<file path="src/logic/lpddr2_bst_pkg.sv">
// Behaviour
// RULE_01 - Burst stop decoded: chip select low, CA0 CA1 high, CA2 CA3 low.
// RULE_02 - Burst stop comes at most burst_length/2 - 1 clocks after command.
// RULE_03 - Effective burst length is twice the clocks from command to stop.
// RULE_04 - Controller spaces read/write turnarounds using effective burst length.
// RULE_05 - Burst stop touches only the most recent read or write burst.
// RULE_06 - Data ends read_latency or write_latency clocks after the stop edge.
// RULE_07 - Burst stop only an even number of clocks after the command.
// RULE_08 - No second burst stop until a new read or write command.
// RULE_09 - One mask per byte lane; a masked byte of a beat is not written.
// RULE_10 - Masks are captured through the same path as write data.
// RULE_11 - Precharge decoded: chip select low, CA0 CA1 high, CA2 low, CA3 high.
// RULE_12 - all_bank_flag closes every bank, else CA9..CA7 select one bank.
// RULE_13 - Controller waits the all-bank or per-bank precharge time.
// RULE_14 - Read to precharge is at least burst_length/2 clocks.
// RULE_15 - Controller waits row_active_min_time before precharging a bank.
// RULE_16 - read_to_precharge_time starts burst_length/2 - 2 clocks after read.
// RULE_17 - Activation waits row_precharge_time after the bank's precharge.
// RULE_18 - Write to precharge is write_latency + BL/2 + 1 + recovery clocks.
// RULE_19 - Array writes go in groups of four beats, after all four latched.
// RULE_20 - auto_close_bit low leaves the bank open after the burst.
// RULE_21 - auto_close_bit high closes the bank internally at earliest moment.
// RULE_22 - Controller closes a bank before opening another row in it.
// RULE_23 - auto_close_bit rides on CA0 at the falling edge of the command.
// RULE_24 - Read auto-close at max(BL/2, BL/2 - 2 + read_to_precharge clocks).
// RULE_25 - Per-bank open state follows activation, precharge and auto-close.
package lpddr2_bst_pkg;

  // ****************************************************************
  // Geometry
  // ****************************************************************
  localparam int CA_W    = 10;
  localparam int NBANK   = 8;
  localparam int BANK_W  = 3;
  localparam int LANES   = 4;
  localparam int DQ_W    = LANES * 8;

  // ****************************************************************
  // Register map and fields
  // ****************************************************************
  localparam logic [9:0]  CFG_IDX     = 10'h000;
  localparam logic [9:0]  STAT_IDX    = 10'h001;
  localparam logic [9:0]  BSTCNT_IDX  = 10'h002;
  localparam int          CFG_BL_LSB  = 0;
  localparam int          CFG_RL_LSB  = 4;
  localparam int          CFG_WL_LSB  = 8;
  localparam int          CFG_RTP_LSB = 12;
  localparam int          CFG_WR_LSB  = 16;
  localparam logic [31:0] CFG_RST     = 32'h0006_2361;
  localparam int          ST_RDWIN    = 8;
  localparam int          ST_WRWIN    = 9;
  localparam int          ST_ISWR     = 10;
  localparam int          ST_BSTDONE  = 11;
  localparam int          ST_EFF_LSB  = 16;
  localparam logic [1:0]  BL_CODE_4   = 2'h0;
  localparam logic [1:0]  BL_CODE_8   = 2'h1;
  localparam logic [5:0]  CYC_MAX     = 6'h3F;

  // ****************************************************************
  // Carriers
  // ****************************************************************
  typedef struct packed {
    logic            cs_n;
    logic [CA_W-1:0] ca_r;
    logic [CA_W-1:0] ca_f;
  } ca_word_t;

  typedef struct packed {
    logic [DQ_W-1:0]  data_r;
    logic [DQ_W-1:0]  data_f;
    logic [LANES-1:0] mask_r;
    logic [LANES-1:0] mask_f;
  } wr_pair_t;

  typedef struct packed {
    logic               valid;
    logic [BANK_W-1:0]  bank;
    logic [4*DQ_W-1:0]  data;
    logic [4*LANES-1:0] byte_en;
  } arr_wr_t;

endpackage : lpddr2_bst_pkg
</file>
<file path="src/logic/lpddr2_bst_ctrl.sv">
`timescale 1ns/1ps
`default_nettype none
module lpddr2_bst_ctrl #(
  parameter int NUM_BANKS = 8
) (
  // Clock and reset
  input  wire logic                      pclk,
  input  wire logic                      presetn,
  // APB slave
  input  wire logic [11:0]               paddr,
  input  wire logic                      psel,
  input  wire logic                      penable,
  input  wire logic                      pwrite,
  input  wire logic [31:0]               pwdata,
  output logic [31:0]                    prdata,
  output logic                           pready,
  output logic                           pslverr,
  // Command and write data from the controller
  input  wire lpddr2_bst_pkg::ca_word_t  cmd_in,
  input  wire lpddr2_bst_pkg::wr_pair_t  wr_in,
  // Array side and status
  output lpddr2_bst_pkg::arr_wr_t        arr_wr,
  output logic [7:0]                     bank_open,
  output logic                           prech_strobe,
  output logic                           rd_data_window,
  output logic                           wr_data_window
);
  import lpddr2_bst_pkg::*;

  if (NUM_BANKS != NBANK) begin : g_chk
    $error("Only eight banks are supported");
  end

  // ****************************************************************
  // Command decode
  // ****************************************************************
  wire logic             cs     = !cmd_in.cs_n;
  wire logic             is_act = cs & !cmd_in.ca_r[0] & cmd_in.ca_r[1];
  wire logic             is_rw  = cs & cmd_in.ca_r[0] & !cmd_in.ca_r[1];
  wire logic             is_rd  = is_rw & cmd_in.ca_r[2];
  wire logic             is_bst = cs & cmd_in.ca_r[0] & cmd_in.ca_r[1]
                                  & !cmd_in.ca_r[2] & !cmd_in.ca_r[3]; // [RULE_01]
  wire logic             is_pre = cs & cmd_in.ca_r[0] & cmd_in.ca_r[1]
                                  & !cmd_in.ca_r[2] & cmd_in.ca_r[3];  // [RULE_11]
  wire logic [BANK_W-1:0] cmd_bank   = cmd_in.ca_r[9:7];               // [RULE_12]
  wire logic             all_bank_flag  = cmd_in.ca_r[4];              // [RULE_12]
  wire logic             auto_close_bit = cmd_in.ca_f[0];              // [RULE_23]

  // ****************************************************************
  // Configuration fields
  // ****************************************************************
  logic [31:0] cfg_q;
  wire logic [1:0] bl_code = cfg_q[CFG_BL_LSB +: 2];
  wire logic [3:0] rl      = cfg_q[CFG_RL_LSB +: 4];
  wire logic [3:0] wl      = cfg_q[CFG_WL_LSB +: 4];
  wire logic [3:0] rtp     = cfg_q[CFG_RTP_LSB +: 4];
  wire logic [3:0] wr_rec  = cfg_q[CFG_WR_LSB +: 4];
  wire logic [4:0] half_prog = (bl_code == BL_CODE_4) ? 5'h02 :
                               (bl_code == BL_CODE_8) ? 5'h04 : 5'h08;

  // ****************************************************************
  // Most recent burst tracker
  // ****************************************************************
  logic              live_q, is_wr_q, ap_q, bst_done_q;
  logic [BANK_W-1:0] bank_q;
  logic [5:0]        cyc_q;
  logic [4:0]        eff_half_q;
  logic [7:0]        bst_cnt_q;

  // Stop accepted: even offset, within BL/2 - 1, once per burst
  wire logic bst_ok = is_bst & live_q & !bst_done_q & !ap_q     // [RULE_08]
                      & !cyc_q[0] & (cyc_q != 6'h00)            // [RULE_07]
                      & ({1'b0, cyc_q} < {2'b00, half_prog});   // [RULE_02]
  wire logic [5:0] cyc_d = is_rw ? 6'h01 :
                           (cyc_q == CYC_MAX) ? CYC_MAX : cyc_q + 6'h01;
  // New command resets the length; a stop sets it to the elapsed clocks
  wire logic [4:0] eff_half_d = is_rw ? half_prog :
                                bst_ok ? cyc_q[4:0] : eff_half_q; // [RULE_03]
  wire logic       is_wr_d    = is_rw ? !is_rd : is_wr_q;
  wire logic       live_d     = live_q | is_rw;

  // Tracker registers; only the latest burst is ever shortened
  always_ff @(posedge pclk or negedge presetn)
  begin
    if (!presetn)
    begin
      live_q     <= 1'b0;
      is_wr_q    <= 1'b0;
      ap_q       <= 1'b0;
      bst_done_q <= 1'b0;
      bank_q     <= '0;
      cyc_q      <= CYC_MAX;
      eff_half_q <= 5'h00;
      bst_cnt_q  <= 8'h00;
    end
    else
    begin
      live_q     <= live_d;
      is_wr_q    <= is_wr_d;
      cyc_q      <= cyc_d;
      eff_half_q <= eff_half_d;                               // [RULE_05]
      if (is_rw)
      begin
        ap_q       <= auto_close_bit;
        bank_q     <= cmd_bank;
        bst_done_q <= 1'b0;                                   // [RULE_08]
      end
      else if (bst_ok)
      begin
        bst_done_q <= 1'b1;
        bst_cnt_q  <= bst_cnt_q + 8'h01;
      end
    end
  end

  // ****************************************************************
  // Data windows
  // ****************************************************************
  // Each direction keeps two countdowns: clocks until its first data
  // clock and clocks until just past its last one. A newer burst only
  // moves the start when its latency exceeds the clocks left in the older
  // window, so a seamless follow-on never cuts the earlier burst short.
  logic [6:0] rd_on_q, rd_off_q;
  logic [6:0] wr_on_q, wr_off_q;

  wire logic [6:0] rd_lat   = {3'h0, rl};
  wire logic [6:0] wr_lat   = {3'h0, wl};
  wire logic [6:0] half_new = {2'h0, half_prog};
  wire logic       wr_cmd   = is_rw & !is_rd;
  // A stop cuts only the direction of the latest burst
  wire logic       rd_cut   = bst_ok & !is_wr_q;              // [RULE_05]
  wire logic       wr_cut   = bst_ok & is_wr_q;               // [RULE_05]

  // Countdowns rest at zero between bursts
  wire logic [6:0] rd_on_dec  = (rd_on_q == 7'h00) ? 7'h00
                                                   : rd_on_q - 7'h01;
  wire logic [6:0] rd_off_dec = (rd_off_q == 7'h00) ? 7'h00
                                                    : rd_off_q - 7'h01;
  wire logic [6:0] wr_on_dec  = (wr_on_q == 7'h00) ? 7'h00
                                                   : wr_on_q - 7'h01;
  wire logic [6:0] wr_off_dec = (wr_off_q == 7'h00) ? 7'h00
                                                    : wr_off_q - 7'h01;

  // Start moves only when the latency exceeds the clocks left in the older window
  wire logic [6:0] rd_on_d  = (is_rd & (rd_lat > rd_off_dec)) ? rd_lat
                                                              : rd_on_dec;
  wire logic [6:0] wr_on_d  = (wr_cmd & (wr_lat > wr_off_dec)) ? wr_lat
                                                               : wr_on_dec;
  // End: full length on a command, latency after an accepted stop
  wire logic [6:0] rd_off_d = is_rd  ? 7'(rd_lat + half_new) :
                              rd_cut ? rd_lat : rd_off_dec;   // [RULE_03]
  wire logic [6:0] wr_off_d = wr_cmd ? 7'(wr_lat + half_new) :
                              wr_cut ? wr_lat : wr_off_dec;   // [RULE_03]
  wire logic       rd_win_d = (rd_on_d == 7'h00) & (rd_off_d != 7'h00);
  wire logic       wr_win_d = (wr_on_d == 7'h00) & (wr_off_d != 7'h00);

  // Countdown registers and the windows they open
  always_ff @(posedge pclk or negedge presetn)
  begin
    if (!presetn)
    begin
      rd_on_q        <= 7'h00;
      rd_off_q       <= 7'h00;
      wr_on_q        <= 7'h00;
      wr_off_q       <= 7'h00;
      rd_data_window <= 1'b0;
      wr_data_window <= 1'b0;
    end
    else
    begin
      rd_on_q        <= rd_on_d;
      rd_off_q       <= rd_off_d;
      wr_on_q        <= wr_on_d;
      wr_off_q       <= wr_off_d;
      rd_data_window <= rd_win_d;                             // [RULE_06]
      wr_data_window <= wr_win_d;                             // [RULE_06]
    end
  end

  // ****************************************************************
  // Write data path: masks ride with data, four beats per array write
  // ****************************************************************
  logic [2*DQ_W-1:0]  first_data_q;
  logic [2*LANES-1:0] first_mask_q;
  logic               half_q;

  // A window cycle carries two beats; two cycles make a group of four
  always_ff @(posedge pclk or negedge presetn)
  begin
    if (!presetn)
    begin
      first_data_q <= '0;
      first_mask_q <= '0;
      half_q       <= 1'b0;
      arr_wr       <= '0;
    end
    else
    begin
      arr_wr.valid <= 1'b0;
      if (!wr_data_window)
        half_q <= 1'b0;
      else if (!half_q)
      begin
        first_data_q <= {wr_in.data_r, wr_in.data_f};         // [RULE_10]
        first_mask_q <= {wr_in.mask_r, wr_in.mask_f};         // [RULE_10]
        half_q       <= 1'b1;
      end
      else
      begin
        half_q         <= 1'b0;
        arr_wr.valid   <= 1'b1;                               // [RULE_19]
        arr_wr.bank    <= bank_q;
        arr_wr.data    <= {first_data_q, wr_in.data_r, wr_in.data_f};
        arr_wr.byte_en <= ~{first_mask_q, wr_in.mask_r,
                            wr_in.mask_f};                    // [RULE_09]
      end
    end
  end

  // ****************************************************************
  // Auto-close scheduling and bank state
  // ****************************************************************
  wire logic [6:0] half7   = {2'h0, half_prog};
  wire logic [6:0] rd_ap   = (rtp > 4'h2) ? half7 + {3'h0, rtp} - 7'h02
                                          : half7;            // [RULE_24]
  wire logic [6:0] wr_ap   = {3'h0, wl} + half7 + 7'h01
                             + {3'h0, wr_rec};
  wire logic [6:0] ap_load = is_rd ? rd_ap : wr_ap;

  logic [6:0]       ap_cnt_q [NBANK];
  logic [NBANK-1:0] ap_fire;
  logic [NBANK-1:0] pre_hit;

  // Banks hit by an explicit precharge and by an auto-close expiry
  always_comb
  begin
    for (int b = 0; b < NBANK; b++)
    begin
      ap_fire[b] = (ap_cnt_q[b] == 7'h01);                   // [RULE_21]
      pre_hit[b] = is_pre & (all_bank_flag
                   | (cmd_bank == BANK_W'(b)));               // [RULE_12]
    end
  end

  // Per-bank countdown and open state
  always_ff @(posedge pclk or negedge presetn)
  begin
    if (!presetn)
    begin
      for (int b = 0; b < NBANK; b++)
        ap_cnt_q[b] <= 7'h00;
      bank_open    <= 8'h00;
      prech_strobe <= 1'b0;
    end
    else
    begin
      prech_strobe <= is_pre | (|ap_fire);
      for (int b = 0; b < NBANK; b++)
      begin
        if (is_rw & auto_close_bit & (cmd_bank == BANK_W'(b)))
          ap_cnt_q[b] <= ap_load;                             // [RULE_21]
        else if (ap_cnt_q[b] != 7'h00)
          ap_cnt_q[b] <= ap_cnt_q[b] - 7'h01;
        if (is_act & (cmd_bank == BANK_W'(b)))
          bank_open[b] <= 1'b1;                               // [RULE_25]
        else if (pre_hit[b] | ap_fire[b])
          bank_open[b] <= 1'b0;                               // [RULE_25]
      end
    end
  end
  // A plain access leaves bank_open untouched                  [RULE_20]

  // ****************************************************************
  // APB slave: zero wait, read data taken in the setup cycle
  // ****************************************************************
  wire logic [9:0]  widx   = paddr[11:2];
  wire logic        setup  = psel & !penable;
  wire logic        access = psel & penable & pready;
  wire logic        mapped = (widx == CFG_IDX) | (widx == STAT_IDX)
                             | (widx == BSTCNT_IDX);
  wire logic [31:0] stat_w = {11'h000, eff_half_q, 4'h0, bst_done_q,
                              is_wr_q, wr_data_window, rd_data_window,
                              bank_open};
  wire logic [31:0] rd_mux = (widx == CFG_IDX)  ? cfg_q :
                             (widx == STAT_IDX) ? stat_w :
                             (widx == BSTCNT_IDX) ? {24'h000000, bst_cnt_q}
                                                  : 32'h0000_0000;

  // Answer in the access phase; config write lands at that edge
  always_ff @(posedge pclk or negedge presetn)
  begin
    if (!presetn)
    begin
      cfg_q   <= CFG_RST;
      prdata  <= 32'h0000_0000;
      pready  <= 1'b0;
      pslverr <= 1'b0;
    end
    else
    begin
      pready  <= setup;
      pslverr <= setup & !mapped;
      if (setup)
        prdata <= pwrite ? 32'h0000_0000 : rd_mux;
      if (access & pwrite & (widx == CFG_IDX))
        cfg_q <= {12'h000, pwdata[19:0]};
    end
  end

endmodule : lpddr2_bst_ctrl
`default_nettype wire

</file>
<file path="config.mk">
export PLATFORM = sky130hd
export DESIGN_NAME = lpddr2_bst_ctrl
export DESIGN_NICKNAME = d
export VERILOG_FILES = /design/src/logic/lpddr2_bst_pkg.sv /design/src/logic/lpddr2_bst_ctrl.sv
export SDC_FILE = /design/constraint.sdc
export NUM_CORES = 1
export LEC_CHECK = 0
export ABC_AREA = 1
export BUFFER_PORTS_ARGS = -buffer_cell sky130_fd_sc_hd__buf_2
export CAP_MARGIN = 30
export CORE_MARGIN = 2
export CORE_UTILIZATION = 45
export CTS_CLUSTER_DIAMETER = 150
export DETAILED_ROUTE_END_ITERATION = 8
export GPL_ROUTABILITY_DRIVEN = 0
export GPL_TIMING_DRIVEN = 0
export PLACE_DENSITY_LB_ADDON = 0.1
export SLEW_MARGIN = 20
export SYNTH_ARGS = -nofsm -noshare
export SYNTH_HDL_FRONTEND = slang
export SYNTH_SLANG_ARGS = --single-unit
</file>
<file path="constraint.sdc">
create_clock -name pclk -period 4.5 [get_ports pclk]
set_input_delay 1.125 -clock pclk [delete_from_list [all_inputs] [get_ports pclk]]
set_output_delay 1.125 -clock pclk [all_outputs]
set_load 0.01 [all_outputs]
</file>
# Word level (Yosys, flattened, before mapping)
# Index checks and enable logic that the tools add are counted.
totals:
  out_inout_bits: 193
  word_cells: 274
  reg_bits: 396
  in_bits: 142
classes:
  n_reduce_logical: 53
  order_cmp: 4
  bitwise_logic: 76
  n_eq_ne: 19
  n_mux: 60
  addsub: 20
op_table:
  columns: ["op", "count"]
  rows:
  - ["$mux 148", 2]
  - ["$mux 7", 28]
  - ["$sub 7x1->7 const B", 12]
  - ["$reduce_bool 7->1", 10]
  - ["$mux 21", 3]
  - ["$eq 7x1->1 const B", 8]
  - ["$and 1x1->1", 53]
  - ["$logic_not 7->1", 6]
  - ["$reduce_bool 2->1", 17]
  - ["$mux 1", 20]
  - ["$or 1x1->1", 20]
  - ["$not 16->16", 1]
  - ["$add 4x4->5", 3]
  - ["$gt 4x7->1", 2]
  - ["$eq 3x3->1 const B", 4]
  - ["$logic_not 1->1", 12]
  - ["$mux 6", 2]
  - ["$eq 10x1->1 const B", 1]
  - ["$eq 10x2->1 const B", 1]
  - ["$logic_not 10->1", 1]
  - ["$mux 5", 2]
  - ["$add 8x1->8 const B", 1]
  - ["$mux 4", 2]
  - ["$mux 8", 1]
  - ["other kinds (16)", 20]

# Depth between registers and ports, before layout
logic_depth:
  ltp_word: 16
  ltp_mapped: 21
  depth_no_buf: 21

# Least setup slack after synthesis
# Ideal clock, no wire load.
synth_timing:
  path_kind: "reg-to-reg"
  startpoint: "register cfg_q[0]"
  endpoint: "register ap_cnt_q[10] (netlist bit)"
  arrival_ns: 2.693
  path_slack_ns: 1.741
  path_buffers: 0
  period_less_slack_ns: 2.759
  stages_incl_launch_ff: 13
  required_time_ns: 4.435
  setup_ns: 0.065
  cell_sequence: "dfstp_2 inv_1 nor2_1 inv_1 fa_1 inv_1 ha_1 a21oi_1 o21ai_0 xnor2_1 a221oi_2 nand2_1 nand2_1"
synth_via:
  elab_chain_cells: 8
  word_cells_on_any_way: 12
  cone_classes: "5 x add/sub; 1 x eq/ne; 5 x mux; 1 x reduce/logical"
synth_rtl:
  columns: ["element", "line", "source"]
  rows:
  - ["start, declared", "lpddr2_bst_ctrl.sv:52", "logic [31:0] cfg_q;"]
  - ["start signal, assigned", "lpddr2_bst_ctrl.sv:306", "cfg_q <= {12'h000, pwdata[19:0]};"]
  - ["$eq 2x1->1", "lpddr2_bst_ctrl.sv:59", "(bl_code == BL_CODE_8) ? 5'h04 : 5'h08;"]
  - ["$mux 4", "lpddr2_bst_ctrl.sv:59", null]
  - ["$mux 4 (*)", "lpddr2_bst_ctrl.sv:58", "wire logic [4:0] half_prog = (bl_code == BL_CODE_4) ? 5'h02 :"]
  - ["$add 4x4->5, on equally long branches", "lpddr2_bst_ctrl.sv:226, lpddr2_bst_ctrl.sv:224", null]
  - ["$add 5x1->6 / $sub 5x2->6 (equally long branches)", "lpddr2_bst_ctrl.sv:226, lpddr2_bst_ctrl.sv:224", null]
  - ["$add 6x4->7 / $mux 7 (equally long branches)", "lpddr2_bst_ctrl.sv:227, lpddr2_bst_ctrl.sv:224", null]
  - ["$mux 7 (*)", "lpddr2_bst_ctrl.sv:228", "wire logic [6:0] ap_load = is_rd ? rd_ap : wr_ap;"]
  - ["$mux 7 (*)", "lpddr2_bst_ctrl.sv:260", "if (is_rw & auto_close_bit & (cmd_bank == BANK_W'(b)))"]
  - ["end signal, assigned by index", "lpddr2_bst_ctrl.sv:261", "ap_cnt_q[b] <= ap_load;"]
  - ["end signal, assigned by index", "lpddr2_bst_ctrl.sv:263", "ap_cnt_q[b] <= ap_cnt_q[b] - 7'h01;"]
  - ["end, declared", "lpddr2_bst_ctrl.sv:230", "logic [6:0] ap_cnt_q [NBANK];"]
# Mark *: on every way between the ends. The rest lies on a longest branch, timed or not.
# A chain may end at the register's enable or synchronous reset.

# Worst setup path in the final report
layout_timing:
  startpoint: "register cfg_q[0]"
  endpoint: "register ap_cnt_q[5] (netlist bit)"
# Same word-level chain as after synthesis.

==> results.py <==
metrics = {
    "finish": {
        "multi_input_area_sq_mm": 0.00705,
        "fillers": 3679,
        "layout.nets": 2637,
        "drive_above_1_share_pct": 19.1,
        "area_growth_syn_to_layout_pct": 20.4,
        "final_util_pct": 54.8,
        "regArea_sq_mm": 0.00965,
    },
    "setup_path": {
        "critical_path_arrival_ps": 4010,
        "crit_type": "flop to flop",
        "cp-start-kind": "flop",
        "worstPathMaxFanout": 8,
        "worst_ep_required_time_ps": 4960,
        "cp-end-kind": "flop",
    },
    "synth": {
        "synth_ff_type": "dfrtp_1",
        "synth_warnings": 0,
        "ys_types": 57,
        "synth_edf_count": 0,
        "synth_area_per_cell_sq_um": 8.64,
        "postSynthCellCount": 2081,
        "yosys_register_bits": 385,
        "async_flop_share_pct": 100,
        "seq_area_frac_synth_pct": 53.7,
        "syn-cell-area_sq_mm": 0.0180,
    },
    "sta": {
        "finalMaxSlewViolations": 0,
        "max_freq_mhz": 281,
        "finClkSkew_ps": 8.86,
        "worst_pin_slew_ps": 827,
        "hold_violations": 0,
        "maxSlewHeadroom_pct": 44.9,
        "period_needed_ps": 3550,
        "rsz0062_at_grt": "false",
        "whs_ps": 462,
        "fin_ws_ps": 947,
        "fin_crit_sh_pct": 78.9,
        "setup_viol": 0,
    },
    "placed_design": {
        "dp_hpwl_mm": 38.2,
        "pre_cts_ws_ps": 991,
        "io_buffer_count": 298,
    },
    "floorplanning": {
        "num_rows": 73,
        "pin_count": 335,
        "die_x_um": 204,
        "dieArea_sq_mm": 0.0416,
        "start_util_pct": 45.5,
        "die_h_um": 204,
        "fp.coreArea_sq_mm": 0.0395,
    },
    "clock_tree": {
        "cts_resized": 0,
        "post-cts-setup-buffers": 0,
        "cts.path.max_buffers": 3,
        "clock-root-buffer": "clkbuf_16",
        "numCtsBuffers": 42,
        "clk_pin_slew_ps": 60,
        "htree_levels": 2,
        "clock_sink_count": 385,
        "cts_tree": "built",
        "clk_latency_ps": 560,
        "hold_buffers": 0,
    },
    "drt": {
        "first_iter_violations": 950,
        "vias": 15100,
        "detail-route-antenna-nets": 0,
        "viasPerCell": 5.05,
        "drt-total-wl_mm": 51.0,
        "drc": 0,
        "wire_per_inst_um": 17.0,
        "dr.pass1.iters": 5,
    },
    "run": {
        "max_cap_viol_count": 0,
    },
    "global_route": {
        "gr-usage-all-layers_pct": 24.7,
        "antenna_found_initial": 1,
        "grt-ovfl-total": 0,
        "grt_pass1_vias": 14500,
        "grt_max_degree": 96,
        "grt_pass1_wl_mm": 80.5,
    },
    "pwr": {
        "leakage_nw": 11.4,
        "irDropWorstVdd_uv": 311,
        "pwr_density_cell_mw_per_mm2": 523,
    },
    "outcome": {
        "status": "complete, no violations",
    },
    "min_path": {
        "hp-class": "input port to asynchronous set/reset pin",
    },
}
[cell usage in the layout (no fill, tap or decap), drive strengths merged, types with 2 or more instances in the layout]
cell    synthesis  layout
buf            26     330
o22ai           2       2
clkinv          7      17
dfrtp         371     371
nor4            6       6
nor2          158     158
o31ai          13      13
o21ai         192     192
nor3           32      32
or2             6       6
nand3          91      91
a211oi          4       4
o211ai         13      13
a21oi          61      61
o221ai         12      12
a22oi           3       3
diode           0       2
a31oi           3       3
xnor2          30      30
nand3b          2       2
a32o            7       7
dfstp          14      14
clkbuf         47     110
o21bai          2       2
conb            1      11
xor2           15      15
nand4           9       9
ha             52      52
a221oi          4       4
fa              4       4
inv           254     255
mux2            6       6
and3            2       2
nand2         627     627
[worst max-delay path, cell delays in order, from the launching register on]
cell and delay, ps:
dfstp_2 590, inv_1 70, nor2_1 190, inv_1 220, fa_1 570, inv_1 50
ha_1 320, nand2_1 60, o21ai_0 280, nand2_1 90, nand2_1 70, nand3_1 480
a221oi_1 460
[cells in the mapped netlist (13+ instances only)]
cell type,instances,share of area [%]
nor3_1,28,0.78
nor2_1,141,2.9
o21ai_0,189,5.3
xor2_1,15,0.73
clkbuf_1,47,0.98
xnor2_1,30,1.5
inv_1,246,5.1
dfrtp_1,371,52
nand2_1,613,13
a21oi_1,61,1.7
dfstp_2,14,2.0
nand3_1,83,2.3
o211ai_1,13,0.54
ha_1,52,3.6
o31ai_1,13,0.54
[where the power goes]
group	internal (mW)	total, mW	switching (mW)
registers	4.32	4.90	0.572
logic	1.25	3.07	1.82
clock network	1.95	3.37	1.42
[kinds of logic after synthesis]
family / share of synthesized area (%)
AND/OR/NAND/NOR: 22.2
flip-flops: 53.7
buffers and inverters: 7.37
AO/OA/AOI/OAI: 10.1
adder cells (fa/ha/maj): 4.06
XOR/XNOR: 2.19
multiplexers: 0.397
other: 0.0209
[layout make-up]
cell class	count	area share [%]
diodes	2	0.0231
plain buffers	73	1.59
clock buffers	63	5.68
clock inverters	12	0.514
inverters	261	4.53
multi-input cells	1372	32.5
flip-flops and latches	385	44.6
well taps	525	3.03
repair buffers	304	7.53
[metrics by stage]
stage	setup TNS, ps	std cells	cell area [sq um]	power, mW
after floorplan	0	2091	18000	7.10
after global placement	-2043440	2914	20200	7.88
after detailed placement	0	2920	20300	8.02
after CTS	0	2995	21700	11.4
after global routing	0	2996	21700	12.2
final	0	2997	21700	11.3
[path summary, 6_finish.rpt]
| path | from | endpoint | slack [ps] | cells past startpoint |
|---|---|---|---|---|
| worst max-delay path | cfg_q[0] | ap_cnt_q[5] | 950 | 12 |
| worst min-delay path | presetn | arr_wr[97] | 460 | 1 |
| worst max register to register | cfg_q[0] | ap_cnt_q[5] | 950 | 12 |
| worst min register to register | first_data_q[28] | arr_wr[108] | 470 | 2 |
| max in group asynchronous | presetn | cfg_q[18] | 2730 | 3 |
| min in group pclk | first_data_q[28] | arr_wr[108] | 470 | 2 |
[flip-flops by register name, summed over array words and instances (netlist names), 3 cells and up]
| name | count |
|---|---|
| first_mask_q | 8 |
| arr_wr | 148 |
| rd_off_q | 7 |
| wr_off_q | 7 |
| ap_cnt_q | 56 |
| bst_cnt_q | 8 |
| bank_q | 3 |
| bank_open | 8 |
| eff_half_q | 5 |
| rd_on_q | 7 |
| cfg_q | 20 |
| wr_on_q | 7 |
| prdata | 21 |
| first_data_q | 64 |
| cyc_q | 6 |
[layer usage]
layer	global-route usage, %	routed length, um	vias up
li1	-	-	7350
met1	34.0	23100	7284
met2	40.3	23700	421
met3	4.70	3170	67
met4	6.28	1030	0
met5	0	0	-
(Power assumes the default switching activity.)
